==> config.mk <==
export PLATFORM = sky130hd
export DESIGN_NAME = iars_top
export DESIGN_NICKNAME = d
export VERILOG_FILES = /design/src/rtl/iars_pkg.sv /design/src/rtl/iars_req_if.sv /design/src/rtl/iars_latch.sv /design/src/rtl/iars_top.sv
export SDC_FILE = /design/constraint.sdc
export NUM_CORES = 1
export LEC_CHECK = 0
export BUFFER_PORTS_ARGS = -buffer_cell sky130_fd_sc_hd__buf_2
export CORE_AREA = 3 3 126 128
export CTS_BUF_LIST = sky130_fd_sc_hd__clkbuf_2 sky130_fd_sc_hd__clkbuf_4 sky130_fd_sc_hd__clkbuf_8
export DETAILED_ROUTE_END_ITERATION = 10
export DIE_AREA = 0 0 129 131
export GPL_TIMING_DRIVEN = 0
export HOLD_SLACK_MARGIN = 0.15
export PLACE_DENSITY = 0.81
export SLEW_MARGIN = 20
export SYNTH_ARGS = -nofsm -noshare
export SYNTH_HDL_FRONTEND = slang
export SYNTH_SLANG_ARGS = --single-unit
==> constraint.sdc <==
create_clock -name core_clk -period 3.2 [get_ports core_clk]
set_clock_uncertainty 0.1 [all_clocks]
set_input_delay 0 -clock core_clk [delete_from_list [all_inputs] [get_ports core_clk]]
set_output_delay 0 -clock core_clk [all_outputs]
set_load 0.02 [all_outputs]
==> src/rtl/iars_pkg.sv <==
// Constants and types of the interrupt accept and return sequencer.
// Assumes one machine-cycle clock and an APB register port.
`default_nettype none
package iars_pkg;
   // ****************************************
   // Sizes and timing
   // ****************************************
   localparam int NUM_SRC = 8;
   localparam int SRC_W = 3;
   localparam int ACCEPT_CYCLES = 12;
   localparam int WORST_LAT_FC = 62;
   localparam int FC_PER_CYCLE = 4;
   localparam int WORST_LAT_CYCLES = WORST_LAT_FC / FC_PER_CYCLE;
   localparam int PUSH_BYTES = 5;
   localparam logic [7:0] TRAP_OPCODE = 8'hff;
   localparam logic [SRC_W-1:0] SWI_SRC = 3'h0;
   localparam logic [SRC_W-1:0] NMI_SRC = 3'h1;
   // ****************************************
   // Register offsets and resets
   // ****************************************
   localparam logic [7:0] REG_LATCH = 8'h00;
   localparam logic [7:0] REG_ENABLE = 8'h04;
   localparam logic [7:0] REG_CTRL = 8'h08;
   localparam logic [7:0] REG_STATUS = 8'h0c;
   localparam logic [7:0] REG_SP = 8'h10;
   localparam int CTRL_MIE_BIT = 0;
   localparam int CTRL_SINGLE_BIT = 1;
   localparam logic [15:0] SP_RESET = 16'h0100;
   localparam logic [1:0] NEST_CLEAR = 2'h1;
   localparam logic [1:0] NEST_DOWN = 2'h2;
   typedef enum logic [1:0]
   {
      ST_RUN = 2'b00,
      ST_ACCEPT = 2'b01
   } iars_state_type;
endpackage : iars_pkg
`default_nettype wire

==> src/rtl/iars_req_if.sv <==
// Request path between the latch block and the sequencer.
// Assumes both ends share core_clk.
`default_nettype none
interface iars_req_if;
   logic [iars_pkg::NUM_SRC-1:0] pending;
   logic [iars_pkg::NUM_SRC-1:0] ack;
   logic [iars_pkg::NUM_SRC-1:0] sw_clr;
   logic sw_clr_we;
   logic [iars_pkg::NUM_SRC-1:0] latch;
   modport latch_side (output pending, output latch, input ack, input sw_clr, input sw_clr_we);
   modport seq_side (input pending, input latch, output ack, output sw_clr, output sw_clr_we);
endinterface : iars_req_if
`default_nettype wire

==> src/rtl/iars_latch.sv <==
// Request latches, one per source.
// Assumes request pulses synchronous to core_clk.
`default_nettype none
module iars_latch
#(
   parameter int N = iars_pkg::NUM_SRC
)
(
   input wire logic clk,
   input wire logic rst_n,
   input wire logic [N-1:0] src_req,
   input wire logic [N-1:0] enable,
   iars_req_if.latch_side req
);
   logic [N-1:0] request_latch_q;
   genvar i;
   generate
      for (i = 0; i < N; i++)
      begin : g_lat
         always_ff @(posedge clk or negedge rst_n)
         begin
            if (!rst_n)
               request_latch_q[i] <= 1'b0;
            else if (src_req[i])
               request_latch_q[i] <= 1'b1;
            else if (req.ack[i] || (req.sw_clr_we && !req.sw_clr[i]))
               request_latch_q[i] <= 1'b0;
         end
      end
   endgenerate
   logic [N-1:0] must_keep;
   assign req.latch = request_latch_q;
   assign req.pending = request_latch_q & enable;
   // Raised bits that neither an ack nor a software clear may drop
   assign must_keep = request_latch_q & ~req.ack & ~({N{req.sw_clr_we}} & ~req.sw_clr);
   a_latch_hold: assert property (@(posedge clk) disable iff (!rst_n)
      (request_latch_q & $past(must_keep)) == $past(must_keep))
      else $error("latch dropped");
endmodule : iars_latch
`default_nettype wire

==> src/rtl/iars_top.sv <==
// Interrupt accept and return sequencer with APB registers.
// Assumes the pipeline flags boundaries, returns and fetches.
`default_nettype none
module iars_top
(
   input wire logic core_clk,
   input wire logic resetn,
   input wire logic psel,
   input wire logic penable,
   input wire logic pwrite,
   input wire logic [7:0] paddr,
   input wire logic [31:0] pwdata,
   output logic [31:0] prdata,
   output logic pready,
   output logic pslverr,
   input wire logic [iars_pkg::NUM_SRC-1:0] src_req,
   input wire logic instr_last,
   input wire logic [7:0] fetch_opcode,
   input wire logic fetch_valid,
   input wire logic fetch_missing,
   input wire logic fetch_in_data_area,
   input wire logic ret_maskable,
   input wire logic ret_nonmaskable,
   input wire logic [23:0] pc_in,
   input wire logic [15:0] psw_in,
   input wire logic [15:0] pop_psw,
   input wire logic [23:0] pop_pc,
   input wire logic [23:0] vec_entry,
   input wire logic [7:0] vec_bank,
   output logic [iars_pkg::SRC_W-1:0] vec_src,
   output logic accept_busy,
   output logic push_we,
   output logic [7:0] push_data,
   output logic [15:0] push_addr,
   output logic pc_load,
   output logic [23:0] pc_out,
   output logic [3:0] register_bank_selector,
   output logic master_irq_enable,
   output logic [1:0] nesting_status_flag,
   output logic address_error,
   output logic trap_reset
);
   // ****************************************
   // Reset release
   // ****************************************
   logic rst_s1_q;
   logic rst_n;
   always_ff @(posedge core_clk or negedge resetn)
   begin
      if (!resetn)
      begin
         rst_s1_q <= 1'b0;
         rst_n <= 1'b0;
      end
      else
      begin
         rst_s1_q <= 1'b1;
         rst_n <= rst_s1_q;
      end
   end
   // ****************************************
   // Registers and bus
   // ****************************************
   logic [iars_pkg::NUM_SRC-1:0] enable_q;
   logic mie_q;
   logic single_chip_q;
   logic [15:0] sp_q;
   logic [3:0] nest_q;
   logic [3:0] bank_q;
   logic nmi_active_q;
   logic [23:0] pc_q;
   logic [15:0] psw_q;
   iars_pkg::iars_state_type state_q;
   logic [3:0] cyc_q;
   logic [iars_pkg::SRC_W-1:0] src_q;
   logic swi_q;
   logic wr;
   logic rd_ok;
   logic sel_latch;
   logic sel_enable;
   logic sel_ctrl;
   logic sel_status;
   logic sel_sp;
   iars_req_if req ();
   assign wr = psel && penable && pwrite;
   assign sel_latch = paddr == iars_pkg::REG_LATCH;
   assign sel_enable = paddr == iars_pkg::REG_ENABLE;
   assign sel_ctrl = paddr == iars_pkg::REG_CTRL;
   assign sel_status = paddr == iars_pkg::REG_STATUS;
   assign sel_sp = paddr == iars_pkg::REG_SP;
   assign rd_ok = sel_latch || sel_enable || sel_ctrl || sel_status || sel_sp;
   assign pready = 1'b1;
   assign pslverr = psel && penable && !rd_ok;
   assign req.sw_clr = pwdata[iars_pkg::NUM_SRC-1:0];
   assign req.sw_clr_we = wr && sel_latch;
   always_ff @(posedge core_clk or negedge rst_n)
   begin
      if (!rst_n)
         prdata <= 32'h0;
      else if (psel && !penable && !pwrite)
      begin
         if (sel_latch)
            prdata <= {24'h0, req.latch};
         else if (sel_enable)
            prdata <= {24'h0, enable_q};
         else if (sel_ctrl)
            prdata <= {30'h0, single_chip_q, mie_q};
         else if (sel_status)
            prdata <= {24'h0, bank_q, 2'h0, nesting_status_flag};
         else if (sel_sp)
            prdata <= {16'h0, sp_q};
         else
            prdata <= 32'h0;
      end
   end
   always_ff @(posedge core_clk or negedge rst_n)
   begin
      if (!rst_n)
      begin
         enable_q <= '0;
         single_chip_q <= 1'b1;
      end
      else if (wr && sel_enable)
         enable_q <= pwdata[iars_pkg::NUM_SRC-1:0];
      else if (wr && sel_ctrl)
         single_chip_q <= pwdata[iars_pkg::CTRL_SINGLE_BIT];
   end
   iars_latch #(.N(iars_pkg::NUM_SRC)) u_latch
   (
      .clk(core_clk),
      .rst_n(rst_n),
      .src_req(src_req),
      .enable(enable_q),
      .req(req)
   );
   // ****************************************
   // Trap and priority
   // ****************************************
   logic trap_op;
   logic swi_fire;
   logic nmi_pend;
   logic mask_any;
   logic [iars_pkg::SRC_W-1:0] mask_src;
   logic take;
   assign trap_op = fetch_valid && (fetch_missing && single_chip_q
      || fetch_opcode == iars_pkg::TRAP_OPCODE);
   assign swi_fire = trap_op && !nmi_active_q;
   assign trap_reset = fetch_valid && fetch_in_data_area;
   assign nmi_pend = req.latch[iars_pkg::NMI_SRC];
   always_comb
   begin
      mask_any = 1'b0;
      mask_src = '0;
      for (int k = iars_pkg::NUM_SRC - 1; k > 1; k--)
      begin
         if (req.pending[k])
         begin
            mask_any = 1'b1;
            mask_src = k[iars_pkg::SRC_W-1:0];
         end
      end
   end
   assign take = state_q == iars_pkg::ST_RUN && instr_last
      && (swi_fire || nmi_pend || mask_any && mie_q);
   // ****************************************
   // Acceptance sequencer
   // ****************************************
   logic [2:0] push_idx;
   logic [iars_pkg::NUM_SRC-1:0] ack_d;
   assign push_idx = 3'(cyc_q - 4'h1);
   genvar a;
   generate
      for (a = 0; a < iars_pkg::NUM_SRC; a++)
      begin : g_ack
         assign ack_d[a] = state_q == iars_pkg::ST_ACCEPT && cyc_q == 4'h0 && !swi_q
            && int'(src_q) == a;
      end
   endgenerate
   assign req.ack = ack_d;
   always_ff @(posedge core_clk or negedge rst_n)
   begin
      if (!rst_n)
      begin
         state_q <= iars_pkg::ST_RUN;
         cyc_q <= 4'h0;
         src_q <= '0;
         swi_q <= 1'b0;
      end
      else if (take)
      begin
         state_q <= iars_pkg::ST_ACCEPT;
         cyc_q <= 4'h0;
         swi_q <= swi_fire;
         src_q <= swi_fire ? iars_pkg::SWI_SRC : nmi_pend ? iars_pkg::NMI_SRC : mask_src;
      end
      else if (state_q == iars_pkg::ST_ACCEPT)
      begin
         cyc_q <= cyc_q + 4'h1;
         if (cyc_q == 4'(iars_pkg::ACCEPT_CYCLES - 1))
            state_q <= iars_pkg::ST_RUN;
      end
   end
   always_ff @(posedge core_clk or negedge rst_n)
   begin
      if (!rst_n)
      begin
         pc_q <= 24'h0;
         psw_q <= 16'h0;
      end
      else if (take)
      begin
         pc_q <= pc_in;
         psw_q <= {psw_in[15:12], bank_q, psw_in[7:1], mie_q};
      end
   end
   always_comb
   begin
      push_data = 8'h0;
      case (push_idx)
         3'h0: push_data = psw_q[15:8];
         3'h1: push_data = psw_q[7:0];
         3'h2: push_data = pc_q[23:16];
         3'h3: push_data = pc_q[15:8];
         default: push_data = pc_q[7:0];
      endcase
   end
   assign push_we = state_q == iars_pkg::ST_ACCEPT && cyc_q >= 4'h1
      && cyc_q <= 4'(iars_pkg::PUSH_BYTES);
   assign push_addr = sp_q;
   assign accept_busy = state_q == iars_pkg::ST_ACCEPT;
   assign vec_src = src_q;
   assign pc_load = state_q == iars_pkg::ST_ACCEPT && cyc_q == 4'(iars_pkg::ACCEPT_CYCLES - 1)
      || ret_maskable || ret_nonmaskable;
   assign pc_out = accept_busy ? vec_entry : pop_pc;
   logic acc_end;
   logic ret_any;
   assign acc_end = state_q == iars_pkg::ST_ACCEPT
      && cyc_q == 4'(iars_pkg::ACCEPT_CYCLES - 1);
   assign ret_any = !accept_busy && (ret_maskable || ret_nonmaskable);
   always_ff @(posedge core_clk or negedge rst_n)
   begin
      if (!rst_n)
      begin
         sp_q <= iars_pkg::SP_RESET;
         mie_q <= 1'b0;
         bank_q <= 4'h0;
         nest_q <= 4'h0;
         nmi_active_q <= 1'b0;
      end
      else
      begin
         if (wr && sel_sp)
            sp_q <= pwdata[15:0];
         else if (push_we)
            sp_q <= sp_q - 16'h1;
         else if (ret_any)
            sp_q <= sp_q + 16'(iars_pkg::PUSH_BYTES);
         if (take)
            mie_q <= 1'b0;
         else if (ret_maskable && !accept_busy)
            mie_q <= 1'b1;
         else if (ret_nonmaskable && !accept_busy)
            mie_q <= pop_psw[0];
         else if (wr && sel_ctrl)
            mie_q <= pwdata[iars_pkg::CTRL_MIE_BIT];
         if (acc_end)
            bank_q <= bank_q + vec_bank[7:4];
         else if (ret_any)
            bank_q <= pop_psw[11:8];
         if (acc_end)
            nest_q <= nest_q + 4'h1;
         else if (ret_any || wr && sel_status && pwdata[1:0] == iars_pkg::NEST_DOWN)
            nest_q <= nest_q - 4'h1;
         else if (wr && sel_status && pwdata[1:0] == iars_pkg::NEST_CLEAR)
            nest_q <= 4'h0;
         if (acc_end && src_q == iars_pkg::NMI_SRC && !swi_q)
            nmi_active_q <= 1'b1;
         else if (ret_nonmaskable && !accept_busy)
            nmi_active_q <= 1'b0;
      end
   end
   assign nesting_status_flag = nest_q == 4'h0 ? 2'h0 : nest_q == 4'h1 ? 2'h1
      : nest_q == 4'h2 ? 2'h2 : 2'h3;
   assign register_bank_selector = bank_q;
   assign master_irq_enable = mie_q;
   assign address_error = take && swi_fire && fetch_missing;
   // ****************************************
   // Checks
   // ****************************************
   a_accept_len: assert property (@(posedge core_clk) disable iff (!rst_n)
      take |=> accept_busy [*8] ##1 accept_busy [*4] ##1 !accept_busy)
      else $error("accept length wrong");
   a_mie_clear: assert property (@(posedge core_clk) disable iff (!rst_n)
      take |=> !mie_q)
      else $error("enable not cleared");
   a_sp_push: assert property (@(posedge core_clk) disable iff (!rst_n)
      take && !(wr && sel_sp) |=> ##6 sp_q == $past(sp_q, 6) - 16'h5)
      else $error("stack not down five");
   a_nest_up: assert property (@(posedge core_clk) disable iff (!rst_n)
      acc_end && nest_q != 4'hf |=> nest_q == $past(nest_q) + 4'h1)
      else $error("nest not up");
   a_mask_block: assert property (@(posedge core_clk) disable iff (!rst_n)
      take && !mie_q |-> swi_fire || nmi_pend)
      else $error("masked accepted");
   a_maskable_return_op_mie: assert property (@(posedge core_clk) disable iff (!rst_n)
      ret_maskable && !accept_busy && !take |=> mie_q)
      else $error("enable not set");
   a_nonmaskable_return_op_mie: assert property (@(posedge core_clk) disable iff (!rst_n)
      ret_nonmaskable && !accept_busy && !take |=> mie_q == $past(pop_psw[0]))
      else $error("nonmaskable_return_op enable wrong");
   a_swi_nop: assert property (@(posedge core_clk) disable iff (!rst_n)
      nmi_active_q |-> !swi_fire)
      else $error("trap in nmi");
   a_trap_rst: assert property (@(posedge core_clk) disable iff (!rst_n)
      fetch_valid && fetch_in_data_area |-> trap_reset)
      else $error("no trap reset");
   c_accept: cover property (@(posedge core_clk) disable iff (!rst_n) take ##13 !accept_busy);
   c_swi: cover property (@(posedge core_clk) disable iff (!rst_n) take && swi_fire);
   c_maskable_return_op: cover property (@(posedge core_clk) disable iff (!rst_n) ret_maskable && nest_q != 0);
endmodule : iars_top
`default_nettype wire

==> results.md <==
- In this run the core area contains 45 standard-cell rows.
- Measured along the y axis, the die boundary spans 131 um.
- The final-report max-slew violation count is 0.
- At the worst endpoint, the required time is 3.42 ns.
- The yosys synthesis warning count is 0.
- The arrival time reported for the critical path endpoint is 3.39 ns.
- The congestion estimate from routability-driven global placement came to 0.949.
- The post-synthesis cell count is 681.
- The leading cell type in the layout, fill and taps excluded is sky130_fd_sc_hd__buf_2.
- The overall overflow remaining after global route is 0.
- The area of the mapped netlist is 6760 um2.
- For met3 alone, demand over resource in global routing was 5.00%.
- The initial antenna violation count came to 2.
- The sequential-to-total area share from yosys stat is 40.7%.
- The number of optimization iterations in the first detailed-route pass is 6.
- The routed design has 23.6 mm of wire.
- The ratio of cells with drive above 1 in the final layout is 37.3%.
- The max-cap check violation count is 0.
- For met1 alone, demand over resource in global routing was 33.5%.
- In this run the critical register-to-register path is captured at push_addr[12]$_DFFE_PN0P_.
- The number of buffers and inverters on the critical path is 2.
- In this run the worst hold path is classified as in -> reg.
- The via count is 7014.
- The depth of the CTS H-tree is 3.
- The power per cell area is 1020 nW/um2.
- On the worst path, the slowest cell contributes a delay of 0.41 ns.
- The initial utilization of the core area, before any placement, comes to 45.2%.
- Summing internal, switching and leakage power gives 9.79 mW.
- The placed wire-length estimate is 15.8 mm.
- Based on the critical path, the design can be clocked at up to 0.316 GHz.
- The number of failing hold endpoints at the final stage is 0.
- The fraction of registers with async set or reset after synthesis is 100%.
- The kind of critical path is reg -> reg.
- The flip-flop and latch count after synthesis is 110.
- The minimum period implied by the final worst setup slack is 3.16 ns.
- The worst register-to-register path has a setup slack of 0.04 ns.
- In the synthesized netlist the dominant register cell turns out to be sky130_fd_sc_hd__dfrtp_1.
- The count of buffers inserted at the top-level ports is 219.
- The clock tree root driver cell is sky130_fd_sc_hd__clkbuf_8.
- The clock-pin slew on the worst setup and hold paths is 0.12 ns.
- The first global-routing pass estimated 36.9 mm of wire.
- Across every metal layer, demand over resource in global routing totals 27.8%.
- The most used routing layer is met2.
- The clock latency on the worst-skew pair is 0.39 ns.
- The sum of negative setup slack is 0 ns.
- The beginning of the critical path is cyc_q[0]$_DFFE_PN0P_.
- The element type at the critical path start is a flip-flop.
- Dividing the detail-routed wire length by the instance count gives 19.2 um.
- The normalized max-slew margin is 34.7%.
- The capture point of the critical path is push_addr[12]$_DFFE_PN0P_.
- In this run the worst path has a maximum fanout of 7.
- The worst supply voltage drop on vdd is 547 uV.
- The count of unique library cells instantiated by Yosys is 67.
- In this run, the number of DRC markers left after iteration 0 of detailed routing was 606.
- The number of synthesized flops with an enable pin is 0.
- The nature of the critical path endpoint is a flip-flop.
- The analysis attributes to cell leakage a power of 4.51 nW.
- At the pin with the least slew margin, the transition time is 0.969 ns.
- The number of top-level pins is 276.
- The number of clock buffers inserted by TritonCTS is 9.
- A synthesized cell averages 9.93 um2.
- The count of clock tree sinks is 110.
- The depth of the worst register-to-register path is 12.
- Entering global routing, the biggest net connects 58 pins.
- The run finished with clean final reports.
- The maximum number of buffers from clock root to sink is 2.
- The die covers 16900 um2.
- Setup repair after global routing could not meet its margin everywhere.
- Dividing the detail-routed via count by the number of cells gives 5.72.
- Grouping stages by cell kind, the critical path spends the most delay in compound AO/OA/AOI/OAI gates.
- After the last flow step, the layout net total stands at 1240.
- The total placed cells including tap cells is 1105.
- The number of global-route vias before repair came to 7026.
- The reg-to-reg critical path startpoint is cyc_q[0]$_DFFE_PN0P_.
- The number of nets still failing antenna checks after routing is 0.
- For this run, design rule violations remaining after detail routing come to 0.
- The synthesis-to-layout area growth is 41.6%.
- On the critical path, the stage with the largest delay is an instance of sky130_fd_sc_hd__dfrtp_2.
- The TritonCTS clock tree is yes.
- Dividing the final minimum period by the clock period gives 98.9%.
- Leaving out filler cells and counting taps, the final layout contains 1227.
- The library cells used most frequently in the layout, excluding fill and tap cells, are 224 x sky130_fd_sc_hd__buf_2, 105 x sky130_fd_sc_hd__dfrtp_1, 96 x sky130_fd_sc_hd__dlygate4sd3_1, 83 x sky130_fd_sc_hd__nand2_1, 63 x sky130_fd_sc_hd__mux2_2.
- Walking the worst path, the cells encountered are inv_4 -> ha_4 -> xnor2_2 -> o21ai_4 -> inv_6 -> ha_1 -> o21a_1 -> o22a_1 -> a32o_1 -> a311oi_2 -> mux2_4 -> nor3_2.
- Counting buffers and inverters, the worst setup path is 12 cells deep.
- The post-route core utilization is 64.0%.
- For this run, global-route usage on met2 was measured as 48.1%.
- The die is 129 um wide.
- Setup violations remaining at the end of the flow were counted as 0.
- The region available for standard cell placement spans 15000 um2.
[cells by family after synthesis]
kind of cell / count (synthesis) / share of synthesized area (%)
AND/OR/NAND/NOR: 200 / 14.7
AO/OA/AOI/OAI: 172 / 16.7
flip-flops: 110 / 40.7
multiplexers: 86 / 15.2
buffers and inverters: 67 / 5.11
adder cells (fa/ha/maj): 28 / 5.40
XOR/XNOR: 16 / 2.07
other: 2 / 0.111
[worst reg2reg max path, cell delays in order, from the launching register on]
cell                       delay (ns)
sky130_fd_sc_hd__dfrtp_2         0.41
sky130_fd_sc_hd__inv_4           0.05
sky130_fd_sc_hd__ha_4            0.17
sky130_fd_sc_hd__xnor2_2         0.18
sky130_fd_sc_hd__o21ai_4         0.26
sky130_fd_sc_hd__inv_6           0.09
sky130_fd_sc_hd__ha_1            0.38
sky130_fd_sc_hd__o21a_1          0.23
sky130_fd_sc_hd__o22a_1          0.23
sky130_fd_sc_hd__a32o_1          0.27
sky130_fd_sc_hd__a311oi_2        0.23
sky130_fd_sc_hd__mux2_4          0.33
sky130_fd_sc_hd__nor3_2          0.15
[flip-flops by register name, indices dropped and copies added (netlist names), 3 cells and up]
| name | count |
|---|---|
| nest_q | 4 |
| psw_q | 16 |
| cyc_q | 4 |
| push_addr | 16 |
| enable_q | 8 |
| prdata | 16 |
| pc_q | 24 |
| vec_src | 3 |
| u_latch.req.latch | 8 |
| register_bank_selector | 4 |
[synthesized netlist by cell type, types with 6 or more instances]
cell type	instances	area (um2)
sky130_fd_sc_hd__nor2b_1	6	37.5
sky130_fd_sc_hd__buf_4	17	128
sky130_fd_sc_hd__nand2_1	83	312
sky130_fd_sc_hd__a22o_1	12	105
sky130_fd_sc_hd__a221oi_1	9	78.8
sky130_fd_sc_hd__nand4_1	6	37.5
sky130_fd_sc_hd__and3_1	9	56.3
sky130_fd_sc_hd__or3_1	7	43.8
sky130_fd_sc_hd__ha_1	26	325
sky130_fd_sc_hd__nand3_1	8	40.0
sky130_fd_sc_hd__mux2_2	64	721
sky130_fd_sc_hd__a31oi_1	7	43.8
sky130_fd_sc_hd__nor3_1	13	65.1
sky130_fd_sc_hd__mux2_4	15	225
sky130_fd_sc_hd__a21oi_1	28	140
sky130_fd_sc_hd__clkbuf_1	22	82.6
sky130_fd_sc_hd__dfrtp_1	108	2700
sky130_fd_sc_hd__mux2i_1	6	60.1
sky130_fd_sc_hd__xnor2_1	13	114
sky130_fd_sc_hd__nor2_1	33	124
sky130_fd_sc_hd__o21ai_0	61	305
sky130_fd_sc_hd__a21o_1	8	60.1
sky130_fd_sc_hd__inv_1	17	63.8
sky130_fd_sc_hd__o221ai_1	10	87.6
sky130_fd_sc_hd__nand2b_1	12	75.1
[routing by layer]
layer,part of all wire [%],routed length [um],up-vias
met5,0.051,12,-
met1,37,8790,3290
met3,7.5,1780,116
met2,50,11800,452
met4,5.2,1220,2
li1,-,-,3154
[cell type report]
type / count / area, um2
well taps: 188 / 235
diodes: 1 / 2.50
inverters: 17 / 71.3
plain buffers: 47 / 272
fillers: 1142 / 5400
clock inverters: 7 / 75.1
clock buffers: 9 / 124
multi-input cells: 520 / 3850
flip-flops and latches: 110 / 2760
repair buffers: 328 / 2190
[repair_timing]
action	CTS	global route
setup endpoints to repair	14	7
hold endpoints to repair	88	0
buffers inserted	8	4
hold buffers	96	0
pin swaps	3	6
gates resized for setup	19	15
[worst min path at each step]
stage / slack [ns] / cells past startpoint / end / from
2_1_floorplan: -0.40 / 0 / rst_n$_DFF_PN0_ / resetn
3_3_place_gp: -0.31 / 1 / rst_s1_q$_DFF_PN0_ / resetn
3_5_place_dp: -0.31 / 1 / rst_s1_q$_DFF_PN0_ / resetn
4_1_cts: 0.19 / 7 / prdata[5]$_DFFE_PN0P_ / paddr[1]
5_1_grt: 0.26 / 7 / push_addr[10]$_DFFE_PN0P_ / paddr[0]
6_report: 0.23 / 4 / prdata[3]$_DFFE_PN0P_ / paddr[4]
[metrics by stage]
step                      hold WS, ns  cell area, um2  worst slack, ns
final                           0.227            9580           0.0352
after global placement         -0.315            8160           -0.746
after CTS                       0.185            9500           0.0101
after floorplan                -0.396            6830           -0.127
after detailed placement       -0.313            8190           -0.804
after global routing            0.261            9580          -0.0339
[power by group]
part,switching [mW],internal (mW),total (mW)
registers,0.512,1.89,2.40
clock network,0.568,0.311,0.879
logic,3.57,2.94,6.51
(Power assumes the default switching activity.)
